[src/logic/rtcf_defs.svh]
`ifndef RTCF_DEFS_SVH
`define RTCF_DEFS_SVH

// ----------------------------------------------------------------
// Register map
// ----------------------------------------------------------------
`define RTCF_FLAGS_ADDR    17'h1fff0
`define RTCF_SEC_ADDR      17'h1fff9
`define RTCF_FLAGS_RST     8'h00
`define RTCF_SEC_RST       8'h00

// ----------------------------------------------------------------
// Status and control byte fields
// ----------------------------------------------------------------
`define RTCF_BIT_WDOG      7
`define RTCF_BIT_ALARM     6
`define RTCF_BIT_PFAIL     5
`define RTCF_BIT_OSCSTOP   4
`define RTCF_BIT_CAL       2
`define RTCF_BIT_HOLD      1
`define RTCF_BIT_SNAP      0

// ----------------------------------------------------------------
// Timing
// ----------------------------------------------------------------
`define RTCF_OSC_WAIT_US   5000
`define RTCF_CLK_MHZ       50
`define RTCF_OSC_WAIT_CYC  (`RTCF_OSC_WAIT_US * `RTCF_CLK_MHZ)
`define RTCF_OSC_PER_SEC   32768
`define RTCF_SEC_MAX       8'h3b

`endif

[src/logic/rtcf_pkg.sv]
package rtcf_pkg;

  typedef enum logic [1:0] {
    rtcf_st_check = 2'b00,
    rtcf_st_run   = 2'b01
  } rtcf_state_type;

  // Host bus and oscillator pins after synchronisation
  typedef struct packed {
    logic        ce_n;
    logic        oe_n;
    logic        we_n;
    logic        osc_clk;
    logic        osc_enable;
    logic [16:0] addr;
    logic [7:0]  dq;
  } rtcf_pins_type;

  typedef struct packed {
    rtcf_state_type st;
    logic [17:0]    wait_cnt;
    logic           osc_seen;
    logic           osc_prev;
    logic           we_prev;
    logic           rd_prev;
    logic           wdog;
    logic           alarm;
    logic           pfail;
    logic           oscstop;
    logic           cal;
    logic           hold;
    logic           snap;
    logic           changed;
    logic [7:0]     sec_reg;
    logic [7:0]     time_cnt;
    logic [15:0]    div_cnt;
    logic [7:0]     dq_out;
  } rtcf_regs_type;

endpackage

[src/logic/rtcf_flags_ctrl.sv]
`timescale 1ns/1ps
`include "rtcf_defs.svh"

// Summary of operation
// - Oscillator stopped flag set if the oscillator is enabled but idle for the first 5ms after power-up
// - Oscillator stopped flag clears only by host
// - Update hold freezes readable clock registers
// - Writes other than hold and snap bits only accepted while hold set
// - Clearing hold loads changed time into counters
// - Update hold bit is zero after power-up
module rtcf_flags_ctrl #(
  parameter int OSC_WAIT_CYC = `RTCF_OSC_WAIT_CYC,
  parameter int OSC_PER_SEC  = `RTCF_OSC_PER_SEC
) (
  // Clock and reset
  input  wire logic          ref_clk,
  input  wire logic          nrst,
  // Asynchronous memory bus pins
  input  wire logic          ce_n,
  input  wire logic          oe_n,
  input  wire logic          we_n,
  input  wire logic [16:0]   addr,
  input  wire logic [7:0]    dq_i,
  output      logic [7:0]    dq_o,
  output      logic          dq_oe,
  // Oscillator pins
  input  wire logic          osc_clk,
  input  wire logic          osc_enable,
  // Event strobes from on-chip logic
  input  wire logic          wdog_expire,
  input  wire logic          alarm_match,
  input  wire logic          power_fail,
  // Status
  output      logic          oscillator_stopped_flag
);
  import rtcf_pkg::*;

  if (OSC_WAIT_CYC < 2 || OSC_WAIT_CYC > 262143) begin : g_bad_wait
    $error("OSC_WAIT_CYC out of range");
  end
  if (OSC_PER_SEC < 1 || OSC_PER_SEC > 65536) begin : g_bad_per
    $error("OSC_PER_SEC out of range");
  end

  localparam logic [17:0] WAIT_LAST = 18'(OSC_WAIT_CYC - 1);
  localparam logic [15:0] PER_LAST  = 16'(OSC_PER_SEC - 1);

  // ----------------------------------------------------------------
  // Reset release and pin synchronisation
  // ----------------------------------------------------------------
  logic [1:0]    rst_sync_ff;
  logic          rst_n;
  rtcf_pins_type pins_raw;
  rtcf_pins_type p;

  always_ff @(posedge ref_clk or negedge nrst) begin
    if (!nrst) begin
      rst_sync_ff <= 2'h0;
    end else begin
      rst_sync_ff <= {rst_sync_ff[0], 1'b1};
    end
  end
  assign rst_n = rst_sync_ff[1];

  assign pins_raw = '{ce_n: ce_n, oe_n: oe_n, we_n: we_n, osc_clk: osc_clk,
                      osc_enable: osc_enable, addr: addr, dq: dq_i};

  // Strobes idle high so reset release does not look like a write
  rtcf_sync #(
    .W       ($bits(rtcf_pins_type)),
    .RST_VAL ({3'h7, {($bits(rtcf_pins_type) - 3){1'b0}}})
  ) i_rtcf_sync (
    .ref_clk (ref_clk),
    .rst_n   (rst_n),
    .d       (pins_raw),
    .q       (p)
  );

  // ----------------------------------------------------------------
  // State
  // ----------------------------------------------------------------
  rtcf_regs_type s_ff;
  rtcf_regs_type nxt_s;
  logic          wr_edge;
  logic          rd_act;
  logic          flags_hit;
  logic          sec_hit;
  logic          osc_edge;
  logic          base_load;

  function automatic logic [7:0] flags_byte(input rtcf_regs_type r);
    logic [7:0] b;
    b = `RTCF_FLAGS_RST;
    b[`RTCF_BIT_WDOG]    = r.wdog;
    b[`RTCF_BIT_ALARM]   = r.alarm;
    b[`RTCF_BIT_PFAIL]   = r.pfail;
    b[`RTCF_BIT_OSCSTOP] = r.oscstop;
    b[`RTCF_BIT_CAL]     = r.cal;
    b[`RTCF_BIT_HOLD]    = r.hold;
    b[`RTCF_BIT_SNAP]    = r.snap;
    return b;
  endfunction

  assign wr_edge   = !s_ff.we_prev && p.we_n && !p.ce_n;
  assign rd_act    = !p.ce_n && !p.oe_n && p.we_n;
  assign flags_hit = (p.addr == `RTCF_FLAGS_ADDR);
  assign sec_hit   = (p.addr == `RTCF_SEC_ADDR);
  assign osc_edge  = p.osc_clk && !s_ff.osc_prev;
  assign base_load = wr_edge && flags_hit && s_ff.hold && !p.dq[`RTCF_BIT_HOLD]
                     && s_ff.changed;

  always_comb begin
    nxt_s          = s_ff;
    nxt_s.we_prev  = p.we_n;
    nxt_s.osc_prev = p.osc_clk;
    nxt_s.rd_prev  = rd_act && flags_hit;

    // Event flags clear when a flags read ends
    if (s_ff.rd_prev && !(rd_act && flags_hit)) begin
      nxt_s.wdog  = 1'b0;
      nxt_s.alarm = 1'b0;
      nxt_s.pfail = 1'b0;
    end

    // Timekeeping counters run from the oscillator
    if (osc_edge && p.osc_enable) begin
      if (s_ff.div_cnt == PER_LAST) begin
        nxt_s.div_cnt  = 16'h0000;
        nxt_s.time_cnt = (s_ff.time_cnt == `RTCF_SEC_MAX) ? 8'h00 : s_ff.time_cnt + 8'h01;
      end else begin
        nxt_s.div_cnt = s_ff.div_cnt + 16'h0001;
      end
    end

    // Host writes
    if (wr_edge && flags_hit) begin
      nxt_s.hold = p.dq[`RTCF_BIT_HOLD];
      nxt_s.snap = p.dq[`RTCF_BIT_SNAP];
      if (s_ff.hold) begin
        nxt_s.cal = p.dq[`RTCF_BIT_CAL];
        if (!p.dq[`RTCF_BIT_OSCSTOP]) begin
          nxt_s.oscstop = 1'b0;
        end
      end
      if (!p.dq[`RTCF_BIT_HOLD]) begin
        nxt_s.changed = 1'b0;
      end
    end else if (wr_edge && sec_hit && s_ff.hold) begin
      nxt_s.sec_reg = p.dq;
      nxt_s.changed = 1'b1;
    end

    // New base time wins over a tick in the same cycle
    if (base_load) begin
      nxt_s.time_cnt = s_ff.sec_reg;
      nxt_s.div_cnt  = 16'h0000;
    end

    // Readable copy frozen while held or snapshotted
    if (!s_ff.hold && !s_ff.snap && !base_load) begin
      nxt_s.sec_reg = nxt_s.time_cnt;
    end

    // Power-up oscillator check
    case (s_ff.st)
      rtcf_st_check: begin
        if (osc_edge) begin
          nxt_s.osc_seen = 1'b1;
        end
        if (s_ff.wait_cnt == WAIT_LAST) begin
          nxt_s.st = rtcf_st_run;
          if (p.osc_enable && !s_ff.osc_seen && !osc_edge) begin
            nxt_s.oscstop = 1'b1;
          end
        end else begin
          nxt_s.wait_cnt = s_ff.wait_cnt + 18'h00001;
        end
      end
      rtcf_st_run: begin
        nxt_s.wait_cnt = s_ff.wait_cnt;
      end
      default: begin
        nxt_s.st = rtcf_st_check;
      end
    endcase

    // Events set after clears so a coincident event is kept
    if (wdog_expire) begin
      nxt_s.wdog = 1'b1;
    end
    if (alarm_match) begin
      nxt_s.alarm = 1'b1;
    end
    if (power_fail) begin
      nxt_s.pfail = 1'b1;
    end

    if (flags_hit) begin
      nxt_s.dq_out = flags_byte(s_ff);
    end else if (sec_hit) begin
      nxt_s.dq_out = s_ff.sec_reg;
    end else begin
      nxt_s.dq_out = 8'h00;
    end
  end

  always_ff @(posedge ref_clk or negedge rst_n) begin
    if (!rst_n) begin
      s_ff         <= '0;
      s_ff.st      <= rtcf_st_check;
      s_ff.we_prev <= 1'b1;
      s_ff.hold    <= 1'b0;
      s_ff.sec_reg <= `RTCF_SEC_RST;
    end else begin
      s_ff <= nxt_s;
    end
  end

  // ----------------------------------------------------------------
  // Outputs
  // ----------------------------------------------------------------
  assign dq_o                    = s_ff.dq_out;
  assign dq_oe                   = rd_act && (flags_hit || sec_hit);
  assign oscillator_stopped_flag = s_ff.oscstop;
endmodule

[src/logic/rtcf_sync.sv]
`timescale 1ns/1ps
module rtcf_sync #(
  parameter int                 W       = 1,
  parameter logic [W-1:0]       RST_VAL = '0
) (
  // Clock and reset
  input  wire logic         ref_clk,
  input  wire logic         rst_n,
  // Data
  input  wire logic [W-1:0] d,
  output      logic [W-1:0] q
);

  logic [W-1:0] meta_ff;
  logic [W-1:0] q_ff;

  // First stage feeds only the second stage
  always_ff @(posedge ref_clk or negedge rst_n) begin
    if (!rst_n) begin
      meta_ff <= RST_VAL;
      q_ff    <= RST_VAL;
    end else begin
      meta_ff <= d;
      q_ff    <= meta_ff;
    end
  end

  assign q = q_ff;

endmodule

[config.mk]
export PLATFORM = sky130hd
export DESIGN_NAME = rtcf_flags_ctrl
export DESIGN_NICKNAME = d
export VERILOG_FILES = /design/src/logic/rtcf_pkg.sv /design/src/logic/rtcf_flags_ctrl.sv /design/src/logic/rtcf_sync.sv
export VERILOG_INCLUDE_DIRS = /design/src /design/src/logic
export SDC_FILE = /design/constraint.sdc
export NUM_CORES = 1
export LEC_CHECK = 0
export BUFFER_PORTS_ARGS = -buffer_cell sky130_fd_sc_hd__buf_2
export CAP_MARGIN = 20
export CORE_ASPECT_RATIO = 0.5
export CORE_UTILIZATION = 40
export CTS_CLUSTER_SIZE = 12
export DETAILED_ROUTE_END_ITERATION = 6
export GPL_ROUTABILITY_DRIVEN = 0
export PLACE_DENSITY_LB_ADDON = 0.2
export SLEW_MARGIN = 20
export SYNTH_ARGS = -nofsm -noshare
export SYNTH_HDL_FRONTEND = slang
export SYNTH_SLANG_ARGS = --single-unit
[constraint.sdc]
create_clock -name ref_clk -period 4.5 [get_ports ref_clk]
set_clock_uncertainty 0.05 [all_clocks]
set_input_delay 0.45 -clock ref_clk [delete_from_list [all_inputs] [get_ports ref_clk]]
set_output_delay 0.45 -clock ref_clk [all_outputs]
set_load 0.02 [all_outputs]
==> qor.txt, run 1 <==
CTS tree -> done
Hold Startpoint -> oe_n
total gr overflow -> 0
height of the die -> 82.2 um
Netlist cell types -> 61
Leak Pwr -> 0.00278 uW
endpoints failing hold -> 0
top cells by area in the synthesized netlist -> dfrtp_1 (61%), dfstp_2 (3.6%), mux2i_1 (3.5%)
initial core utilization -> 42.4%
CTS clk-pin slew, worst paths -> 0.06 ns
Min Clock Period, post-route -> 2.79 ns
# rows -> 28
Max Root-Sink Buffers -> 2
most frequent cell after synthesis -> dfrtp_1
Top delay family on crit path -> simple AND/OR/NAND/NOR gates
first-pass GRT wire length -> 14.9 mm
Global Route Usage Sum -> 14.8%
critical path, cell by cell -> nand4bb_1 -> nor4_1 -> and3_1 -> nor2_1 -> nor2_1 -> buf_2
Min Hold Slack -> 0.0867 ns
Die ar. -> 13400 um2
GR Util met2 -> 22.4%
Final setup viols -> 0
largest net degree at the start of global routing -> 63
largest area contributor in the netlist -> dfrtp_1
Mapped Area -> 5150 um2
GR met3 Demand/Resource -> 4.60%
clock root buffer -> clkbuf_16
CP most frequent cell -> nor2_1
TritonCTS Buffers -> 17
CTS sink count -> 133
Yosys reg bits -> 133
post-cts sizing count -> 0
CP Depth -> 6
Overall Power -> 2700 uW
Setup Fix Bufs, Post-CTS -> 0
Max VDD drop -> 0.220 mV
I/O pins -> 45
normalized max-slew margin -> 43.5%
status -> finished, final reports clean
Clock Latency Late Sink -> 0.41 ns
maxcap violations -> 0
worst path bufs/invs -> 1
r2r setup slk -> 2.02 ns
Net Count, Synth -> 436
post-route setup TNS -> 0 ns
DR pass1 iterations -> 4
Synth top cells by count -> dfrtp_1 (126), nor2_1 (37), nand3_1 (22)
CP Launch Type -> register
EDFF count, synth -> 0
Hold Path Depth -> 1
Yosys Warn Count -> 0
die width -> 162 um
Global Route met1 Usage -> 20.1%
ANT nets after route -> 0
Synth Area per Inst -> 12.9 um2
number of antenna diodes -> 0
dpl cell area -> 5500 um2
fillers -> 1067
DRT iter0 DRCs -> 159
ys async rst share -> 100%
Reg-to-Reg Start -> i_rtcf_sync.q[10]
hold crit path type -> input pin to register
CP Capture Type -> output pin
Slowest-stage cell, CP -> nor4_1
WL/cell -> 14.5 um
Worst Tran Pin Value -> 0.841 ns
sequential-to-total area share from yosys stat -> 64.8%
routed vias/inst -> 4.94
Sequential Area -> 3340 um2
CP required -> 4.00 ns
total number of vias -> 3092
final-stage net count -> 486
Post-Syn Instances -> 398
Max Slew Vio Count -> 0
vias in the first global route -> 2958
Finished Cell Area -> 6100 um2
H-tree levels -> 4
Worst Hold End -> i_rtcf_sync.meta_ff[28]
Max Fclk -> 358 MHz
crit path kind -> register to output pin
commonest register cell after synthesis -> dfrtp_1
Critical Path Max Stage Delay -> 0.50 ns
final cell count without fillers -> 626
core footprint -> 12200 um2
final WL -> 9.10 mm
area share of the largest cell type after synthesis -> 61.2%
share of cells above drive strength 1 -> 23.4%
Multi-input gate area -> 1690 um2
placed cell count -> 593
Critical Path AT -> 2.29 ns
initial antenna violation count -> 0
final period utilization -> 62.0%
Worst Reg-to-Reg Cells -> 5
Area Overhead vs Synth -> 18.4%
Cell Pwr Density -> 442 nW/um2
R2R Path End -> s_ff[36]
RSZ-0062 raised after global routing -> false
DPL Wire Length -> 6.15 mm
critical path fanouts, max -> 9
DRC -> 0
layer with the highest usage -> met2
IO Port Bufs -> 44
-- cells by family (layout without fill, tap and decap cells) --
family | count (synthesis) | after routing | share of synthesized area, %
AO/OA/AOI/OAI | 56 | 56 | 7.56
buffers and inverters | 23 | 86 | 2.33
adder cells (fa/ha/maj) | 3 | 3 | 0.729
AND/OR/NAND/NOR | 136 | 136 | 16.0
XOR/XNOR | 24 | 24 | 4.08
other | 1 | 1 | 0.0728
flip-flops | 133 | 133 | 64.8
multiplexers | 22 | 22 | 4.37
-- how the worst max path moves through the flow --
stage | start | slack [ns] | end
final | i_rtcf_sync.q[10] | 1.71 | dq_oe
after global routing | i_rtcf_sync.q[10] | 1.57 | dq_oe
after CTS | i_rtcf_sync.q[10] | 1.71 | dq_oe
after detailed placement | i_rtcf_sync.q[10] | 2.03 | s_ff[21]
after global placement | i_rtcf_sync.q[10] | 2.09 | s_ff[36]
after floorplan | rst_sync_ff[1] | 0.48 | dq_o[0]
-- cell type report --
cell class	instances	area share, %
Sequential cell	133	54.8
Tap cell	165	3.39
Clock inverter	15	2.65
Timing Repair Buffer	47	4.02
Multi-Input combinational cell	242	27.7
Inverter	7	0.431
Clock buffer	17	6.98
-- through the flow --
step                utilization [%]  setup WS (ns)
floorplan                         -          0.482
detailed placement             45.2           2.03
global route                   50.2           1.57
global placement               45.2           2.09
finish                         50.2           1.71
CTS                            50.2           1.71
-- flip-flops by register name, summed over array words and instances, names as in the netlist --
register                 flops
i_rtcf_sync.meta_ff         30
dq_o                         8
rst_sync_ff                  2
i_rtcf_sync.q               30
s_ff                        62
oscillator_stopped_flag      1
-- metal layers --
| layer | share of wire [%] | up-vias |
|---|---|---|
| met1 | 51 | 1524 |
| met5 | 0 | - |
| met4 | 0.95 | 0 |
| li1 | - | 1528 |
| met3 | 3.2 | 8 |
| met2 | 45 | 32 |
-- cells in the final DEF (no fill, tap or decap), types with 2 or more instances in the layout --
master and n:
or2_2 3, nor4_1 8, dfstp_2 7, nor2b_1 3, inv_1 7, ha_1 3, or4bb_1 2, and2_1 4
nor3b_1 2, a21o_1 3, xnor2_1 17, nand3_1 22, buf_2 44, a21oi_1 18, nor3_1 6, clkinvlp_4 2
buf_4 2, inv_8 3, and3_1 6, mux2_2 4, o21ai_0 11, or4_4 3, nor4_2 3, nor2_1 37
and4_1 2, nand2b_1 2, clkbuf_16 17, nand2_1 10, mux2i_1 18, inv_6 6, dfrtp_1 125, or4_1 3
a31oi_1 4, xor2_1 7, a22o_1 7, nand4_1 8
-- timing repair --
action | CTS | global route
endpoints found under the setup margin | 0 | 0
hold buffers | 1 | 0
endpoints found under the hold margin | 2 | 0
-- power breakdown --
part	internal (uW)	switching [uW]	total, uW
clock	785	556	1340
combinational	30.4	44.1	74.5
sequential	1240	36.5	1280
No activity file was read; power rests on OpenSTA's default activity.
==> run 2: changes to the inputs <==
--- a/config.mk
+++ b/config.mk
@@ -6,6 +6,7 @@
 export SDC_FILE = /design/constraint.sdc
 export NUM_CORES = 1
 export LEC_CHECK = 0
+export ABC_AREA = 1
 export BUFFER_PORTS_ARGS = -buffer_cell sky130_fd_sc_hd__buf_2
 export CAP_MARGIN = 20
 export CORE_ASPECT_RATIO = 0.5
==> constraint.sdc (replaced) <==
create_clock -name ref_clk -period 2.84 [get_ports ref_clk]
set_clock_uncertainty 0.05 [all_clocks]
set_input_delay 0.284 -clock ref_clk [delete_from_list [all_inputs] [get_ports ref_clk]]
set_output_delay 0.284 -clock ref_clk [all_outputs]
set_load 0.02 [all_outputs]
==> qor.txt, run 2 <==
Clock Latency Late Sink -> 0.41 ns (about the same)
ys async rst share -> 100% (unchanged)
ANT nets after route -> 0 (unchanged)
Min Clock Period, post-route -> 2.43 ns
most frequent cell after synthesis -> dfrtp_1
fillers -> 1265 (+19%)
commonest non-fill, non-tap cell in the layout -> dfrtp_1
Global Route Usage Sum -> 16.9% (+2.1 points)
most frequent cells in the layout -> dfrtp_1 (125), nand2_1 (114), inv_1 (67)
final-stage net count -> 685 (+41%)
endpoints failing hold -> 0 (unchanged)
initial antenna violation count -> 0 (unchanged)
final cell count without fillers -> 852 (+36%)
Max Fclk -> 411 MHz
final WL -> 10.8 mm (+18%)
Switching Power -> 1010 uW (+59%)
sequential-to-total area share from yosys stat -> 59.5% (-5.3 points)
Yosys Warn Count -> 0 (unchanged)
share of cells above drive strength 1 -> 20.0% (-3.4 points)
Synth top cells by count -> dfrtp_1 (126), nand2_1 (114), inv_1 (67)
normalized max-slew margin -> 33.0% (-10 points)
critical path fanouts, max -> 15 (+6)
CP Launch Type -> register
hold crit path type -> input pin to register
initial core utilization -> 41.2% (-1.2 points)
CP required -> 3.11 ns (-0.89 ns)
Final setup viols -> 0 (unchanged)
CTS clk-pin slew, worst paths -> 0.06 ns (about the same)
Synth Area per Inst -> 9.96 um2 (-23%)
area share of the largest cell type after synthesis -> 56.2% (-5.0 points)
placed cell count -> 789 (+33%)
Power Internal -> 3330 uW (+62%)
Max VDD drop -> 0.361 mV (+64%)
post-route setup TNS -> 0 ns (unchanged)
Largest register FFs -> 62 (unchanged)
# rows -> 30 (+7.1%)
die width -> 169 um (+4.3%)
Die ar. -> 14500 um2 (+8.8%)
I/O pins -> 45 (unchanged)
TritonCTS Buffers -> 17 (unchanged)
Worst Tran Pin Value -> 1.00 ns (+0.164 ns)
largest net degree at the start of global routing -> 50 (-21%)
Most flops, register -> s_ff
Finished Cell Area -> 6910 um2 (+13%)
Max Slew Vio Count -> 0 (unchanged)
Sequential Area -> 3340 um2 (unchanged)
dpl cell area -> 6010 um2 (+9.3%)
total number of vias -> 3948 (+28%)
Post-Syn Instances -> 563 (+41%)
CTS tree -> done
status -> finished, final reports clean
H-tree levels -> 4 (unchanged)
Max Root-Sink Buffers -> 2 (unchanged)
routed vias/inst -> 4.63 (-6.2%)
WL/cell -> 12.6 um (-13%)
total gr overflow -> 0 (unchanged)
Overall Power -> 4340 uW (+61%)
CP Capture Type -> register
core footprint -> 13600 um2 (+12%)
final period utilization -> 85.7%
Net Count, Synth -> 601 (+38%)
RSZ-0062 raised after global routing -> false
height of the die -> 85.7 um (+4.3%)
number of antenna diodes -> 0 (unchanged)
Area Overhead vs Synth -> 23.2%
vias in the first global route -> 4005 (+35%)
Flop pwr share -> 46.7% (-0.8 points)
Cell Pwr Density -> 629 nW/um2 (+42%)
commonest register cell after synthesis -> dfrtp_1
Mapped Area -> 5610 um2 (+8.9%)
Yosys reg bits -> 133 (unchanged)
maxcap violations -> 0 (unchanged)
Sw Ratio -> 23.3% (-0.31 points)
clock network fraction of total power -> 49.4% (-0.4 points)
first-pass GRT wire length -> 19.0 mm (+27%)
post-cts sizing count -> 0 (unchanged)
IO Port Bufs -> 44 (unchanged)
largest area contributor in the netlist -> dfrtp_1
Critical Path AT -> 2.71 ns (+0.42 ns)
Min Hold Slack -> 0.0153 ns (-0.0714 ns)
DPL Wire Length -> 7.38 mm (+20%)
clock root buffer -> clkbuf_16
DRC -> 0 (unchanged)
Leak Pwr -> 0.00332 uW (+19%)
Gate power share -> 4.0% (+1.2 points)
EDFF count, synth -> 0 (unchanged)
Netlist cell types -> 40 (-34%)
Multi-input gate area -> 1880 um2 (+11%)
crit path kind -> register to register
top cells by area in the synthesized netlist -> dfrtp_1 (56%), nand2_1 (7.6%), inv_1 (4.5%)
DRT iter0 DRCs -> 145 (-8.8%)
DR pass1 iterations -> 5 (+1)
CTS sink count -> 133 (unchanged)
==> run 2: area by class of cell <==
type | count | area share [%]
Multi-Input combinational cell | 342 | 27.2
Inverter | 71 | 3.86
Tap cell | 192 | 3.48
Clock inverter | 13 | 1.96
Timing Repair Buffer | 82 | 8.62
Sequential cell | 133 | 48.3
Clock buffer | 19 | 6.55
==> run 2: cell families after synthesis <==
kind of cell / Yosys count / share of synthesized area, %
DFF: 133 / 59.5
muxes: 1 / 0.201
and+or+nand+nor: 252 / 21.8
adders and majority gates: 3 / 0.669
AOI/OAI and AO/OA: 56 / 6.20
xor gates and xnor gates: 29 / 4.53
buffers and inverters: 88 / 6.98
other: 1 / 0.0669
==> run 2: power groups by stage <==
stage	Sequential (uW)	Clock, uW	Combinational [uW]
after detailed placement	2060	0	144
after CTS	2030	2190	177
after floorplan	2070	0	77.5
after global placement	2060	0	140
final	2030	2140	173
after global routing	2040	2290	197
==> run 2: routing by layer <==
metal	wire length, um	share of wire [%]	track usage (%)
met4	64	0.59	5.00
met1	5300	49	22.0
met5	0	0	0
met3	270	2.5	4.71
met2	5140	48	27.8
==> run 2: worst paths after layout <==
kind / startpoint / endpoint / slack [ns] / cells after the start
setup / recovery: s_ff[52] / s_ff[56] / 0.41 / 8
hold / removal: wdog_expire / s_ff[47] / 0.02 / 2
setup reg to reg: s_ff[52] / s_ff[56] / 0.41 / 8
hold reg to reg: rst_sync_ff[1] / i_rtcf_sync.q[14] / 0.28 / 0
max in group asynchronous: rst_sync_ff[1] / s_ff[14] / 1.69 / 1
min in group asynchronous: nrst / rst_sync_ff[1] / 0.14 / 2
==> run 2: per-stage QoR <==
stage / setup WS (ns) / utilization (%)
finish: 0.405 / 50.7
global route: 0.0580 / 50.7
CTS: 0.376 / 50.7
detailed placement: 0.387 / 44.1
global placement: 0.426 / 44.1
floorplan: 0.584 / -
==> run 2: worst max-delay path: stages (launching register included) <==
cell and delay, ns:
dfrtp_1 0.43, ha_1 0.24, nand3_1 0.09, inv_1 0.07, nand2_1 0.08, nor3_1 0.06, a21oi_1 0.79, inv_1 0.30
o21ai_0 0.24
==> run 2: what timing repair did <==
item / 4_1_cts / 5_1_grt
buffers inserted: 0 / 0
hold endpoints to repair: 32 / 0
hold buffers: 31 / 0
setup endpoints to repair: 0 / 0
==> run 3: changes to the inputs <==
--- a/config.mk
+++ b/config.mk
@@ -14,7 +14,9 @@
 export CTS_CLUSTER_SIZE = 12
 export DETAILED_ROUTE_END_ITERATION = 6
 export GPL_ROUTABILITY_DRIVEN = 0
+export MAX_ROUTING_LAYER = met4
 export PLACE_DENSITY_LB_ADDON = 0.2
+export SKIP_CTS_REPAIR_TIMING = 1
 export SLEW_MARGIN = 20
 export SYNTH_ARGS = -nofsm -noshare
 export SYNTH_HDL_FRONTEND = slang
==> qor.txt, run 3 (synthesis gave the netlist of run 2 again) <==
CP Launch Type -> register
final WL -> 10.8 mm (-0.12%)
Largest register FFs -> 62 (unchanged)
endpoints failing hold -> 0 (unchanged)
Max VDD drop -> 0.363 mV (+0.79%)
vias in the first global route -> 3882 (-3.1%)
Worst Reg-to-Reg Cells -> 9 (+1)
final-stage net count -> 685 (unchanged)
core footprint -> 13600 um2 (unchanged)
Critical Path AT -> 2.67 ns (-0.04 ns)
Area Overhead vs Synth -> 23.2% (unchanged)
DRT iter0 DRCs -> 156 (+7.6%)
IO Port Bufs -> 44 (unchanged)
critical path, cell by cell -> ha_1 -> nand3_1 -> inv_1 -> nand2_1 -> nor3_1 -> a21oi_1 -> inv_1 -> nand2_1 -> o21ai_0
total number of vias -> 3935 (-0.33%)
number of antenna diodes -> 0 (unchanged)
Max Slew Vio Count -> 0 (unchanged)
initial antenna violation count -> 0 (unchanged)
CP Depth -> 9 (+1)
CTS clk-pin slew, worst paths -> 0.06 ns (about the same)
ANT nets after route -> 0 (unchanged)
share of cells above drive strength 1 -> 20.0% (unchanged)
TritonCTS Buffers -> 17 (unchanged)
first-pass GRT wire length -> 18.3 mm (-3.4%)
H-tree levels -> 4 (unchanged)
r2r setup slk -> 0.41 ns (about the same)
Global Route Usage Sum -> 16.8% (-0.032 points)
Top delay family on crit path -> compound AO/OA/AOI/OAI gates
RSZ-0062 raised after global routing -> false
Cell Pwr Density -> 629 nW/um2 (about the same)
largest net degree at the start of global routing -> 50 (unchanged)
routed vias/inst -> 4.62 (-0.33%)
CP required -> 3.08 ns (-0.03 ns)
Max Fclk -> 411 MHz (about the same)
normalized max-slew margin -> 33.0% (-0.070 points)
fillers -> 1262 (-0.24%)
Die ar. -> 14500 um2 (unchanged)
R2R Path End -> s_ff[65]
Min Clock Period, post-route -> 2.43 ns (-0.00235 ns)
Reg-to-Reg Start -> s_ff[52]
CTS tree -> done
WL/cell -> 12.6 um (-0.12%)
final period utilization -> 85.6% (about the same)
critical path fanouts, max -> 15 (unchanged)
Leak Pwr -> 0.00332 uW (unchanged)
Overall Power -> 4340 uW (about the same)
maxcap violations -> 0 (unchanged)
CP endpoint -> s_ff[65]
DRC -> 0 (unchanged)
initial core utilization -> 41.2% (unchanged)
commonest non-fill, non-tap cell in the layout -> dfrtp_1
I/O pins -> 45 (unchanged)
height of the die -> 85.7 um (unchanged)
Max Root-Sink Buffers -> 2 (unchanged)
hold crit path type -> input pin to register
post-route setup TNS -> 0 ns (unchanged)
die width -> 169 um (unchanged)
CP Capture Type -> register
Clock Latency Late Sink -> 0.41 ns (about the same)
DPL Wire Length -> 7.38 mm (unchanged)
# rows -> 30 (unchanged)
clock root buffer -> clkbuf_16
worst path bufs/invs -> 2 (unchanged)
CTS sink count -> 133 (unchanged)
Critical Path Max Stage Delay -> 0.79 ns (about the same)
total gr overflow -> 0 (unchanged)
Worst Tran Pin Value -> 1.01 ns (+0.00105 ns)
placed cell count -> 789 (unchanged)
most frequent cells in the layout -> dfrtp_1 (125), nand2_1 (114), inv_1 (67)
Slowest-stage cell, CP -> a21oi_1
crit path kind -> register to register
status -> finished, final reports clean
Most flops, register -> s_ff
DR pass1 iterations -> 5 (unchanged)
Final setup viols -> 0 (unchanged)
Critical Path Start -> s_ff[52]
final cell count without fillers -> 852 (unchanged)
## run 3: cell counts in the layout (fill, tap and decap cells not counted)
Identical to the previous run, type by type.
## run 3: power by group
group	internal, uW	leakage [uW]	switching [uW]
registers	1970	0.00167	59.6
clock network	1280	0.000277	867
logic	86.9	0.00138	85.4
## run 3: stage by stage
stage / cell area [um2] / hold WS (ns) / utilization [%] / worst slack, ns
4_1_cts: 6600 / -0.419 / 48.4 / 0.376
3_5_place_dp: 6010 / 0.0222 / 44.1 / 0.387
6_report: 6910 / 0.0129 / 50.7 / 0.408
3_3_place_gp: 6010 / 0.0194 / 44.1 / 0.426
2_1_floorplan: 5610 / -0.0616 / - / 0.584
5_1_grt: 6910 / 0.00297 / 50.7 / 0.0582
## run 3: worst reg2reg max path, stage by stage, from the launching register on
cell     delay (ns)
dfrtp_1        0.44
ha_1           0.24
nand3_1        0.09
inv_1          0.07
nand2_1        0.08
nor3_1         0.06
a21oi_1        0.79
inv_1          0.30
nand2_1        0.12
o21ai_0        0.08
## run 3: worst min-delay path by stage
| stage | start | to | slack (ns) | cells after the start |
|---|---|---|---|---|
| finish | wdog_expire | s_ff[47] | 0.01 | 2 |
| global route | power_fail | s_ff[45] | 0.003 | 2 |
| CTS | nrst | rst_sync_ff[1] | -0.42 | 1 |
| detailed placement | nrst | rst_sync_ff[0] | 0.02 | 1 |
| global placement | nrst | rst_sync_ff[0] | 0.02 | 1 |
| floorplan | nrst | rst_sync_ff[0] | -0.06 | 0 |
## run 3: layer usage
metal	vias up	GRT usage, %	wire, um
li1	1976	-	-
met1	1907	21.6	5350
met2	42	26.2	5050
met3	10	4.71	277
met4	0	5.00	83
met5	-	-	0
## run 3: area by class of cell
cell class	count	area, um2	share of cell area (%)
Sequential cell	133	3340	48.3
Tap cell	192	240	3.48
Multi-Input combinational cell	342	1880	27.2
Clock inverter	13	135	1.96
Timing Repair Buffer	82	596	8.62
Inverter	71	267	3.86
Clock buffer	19	453	6.55
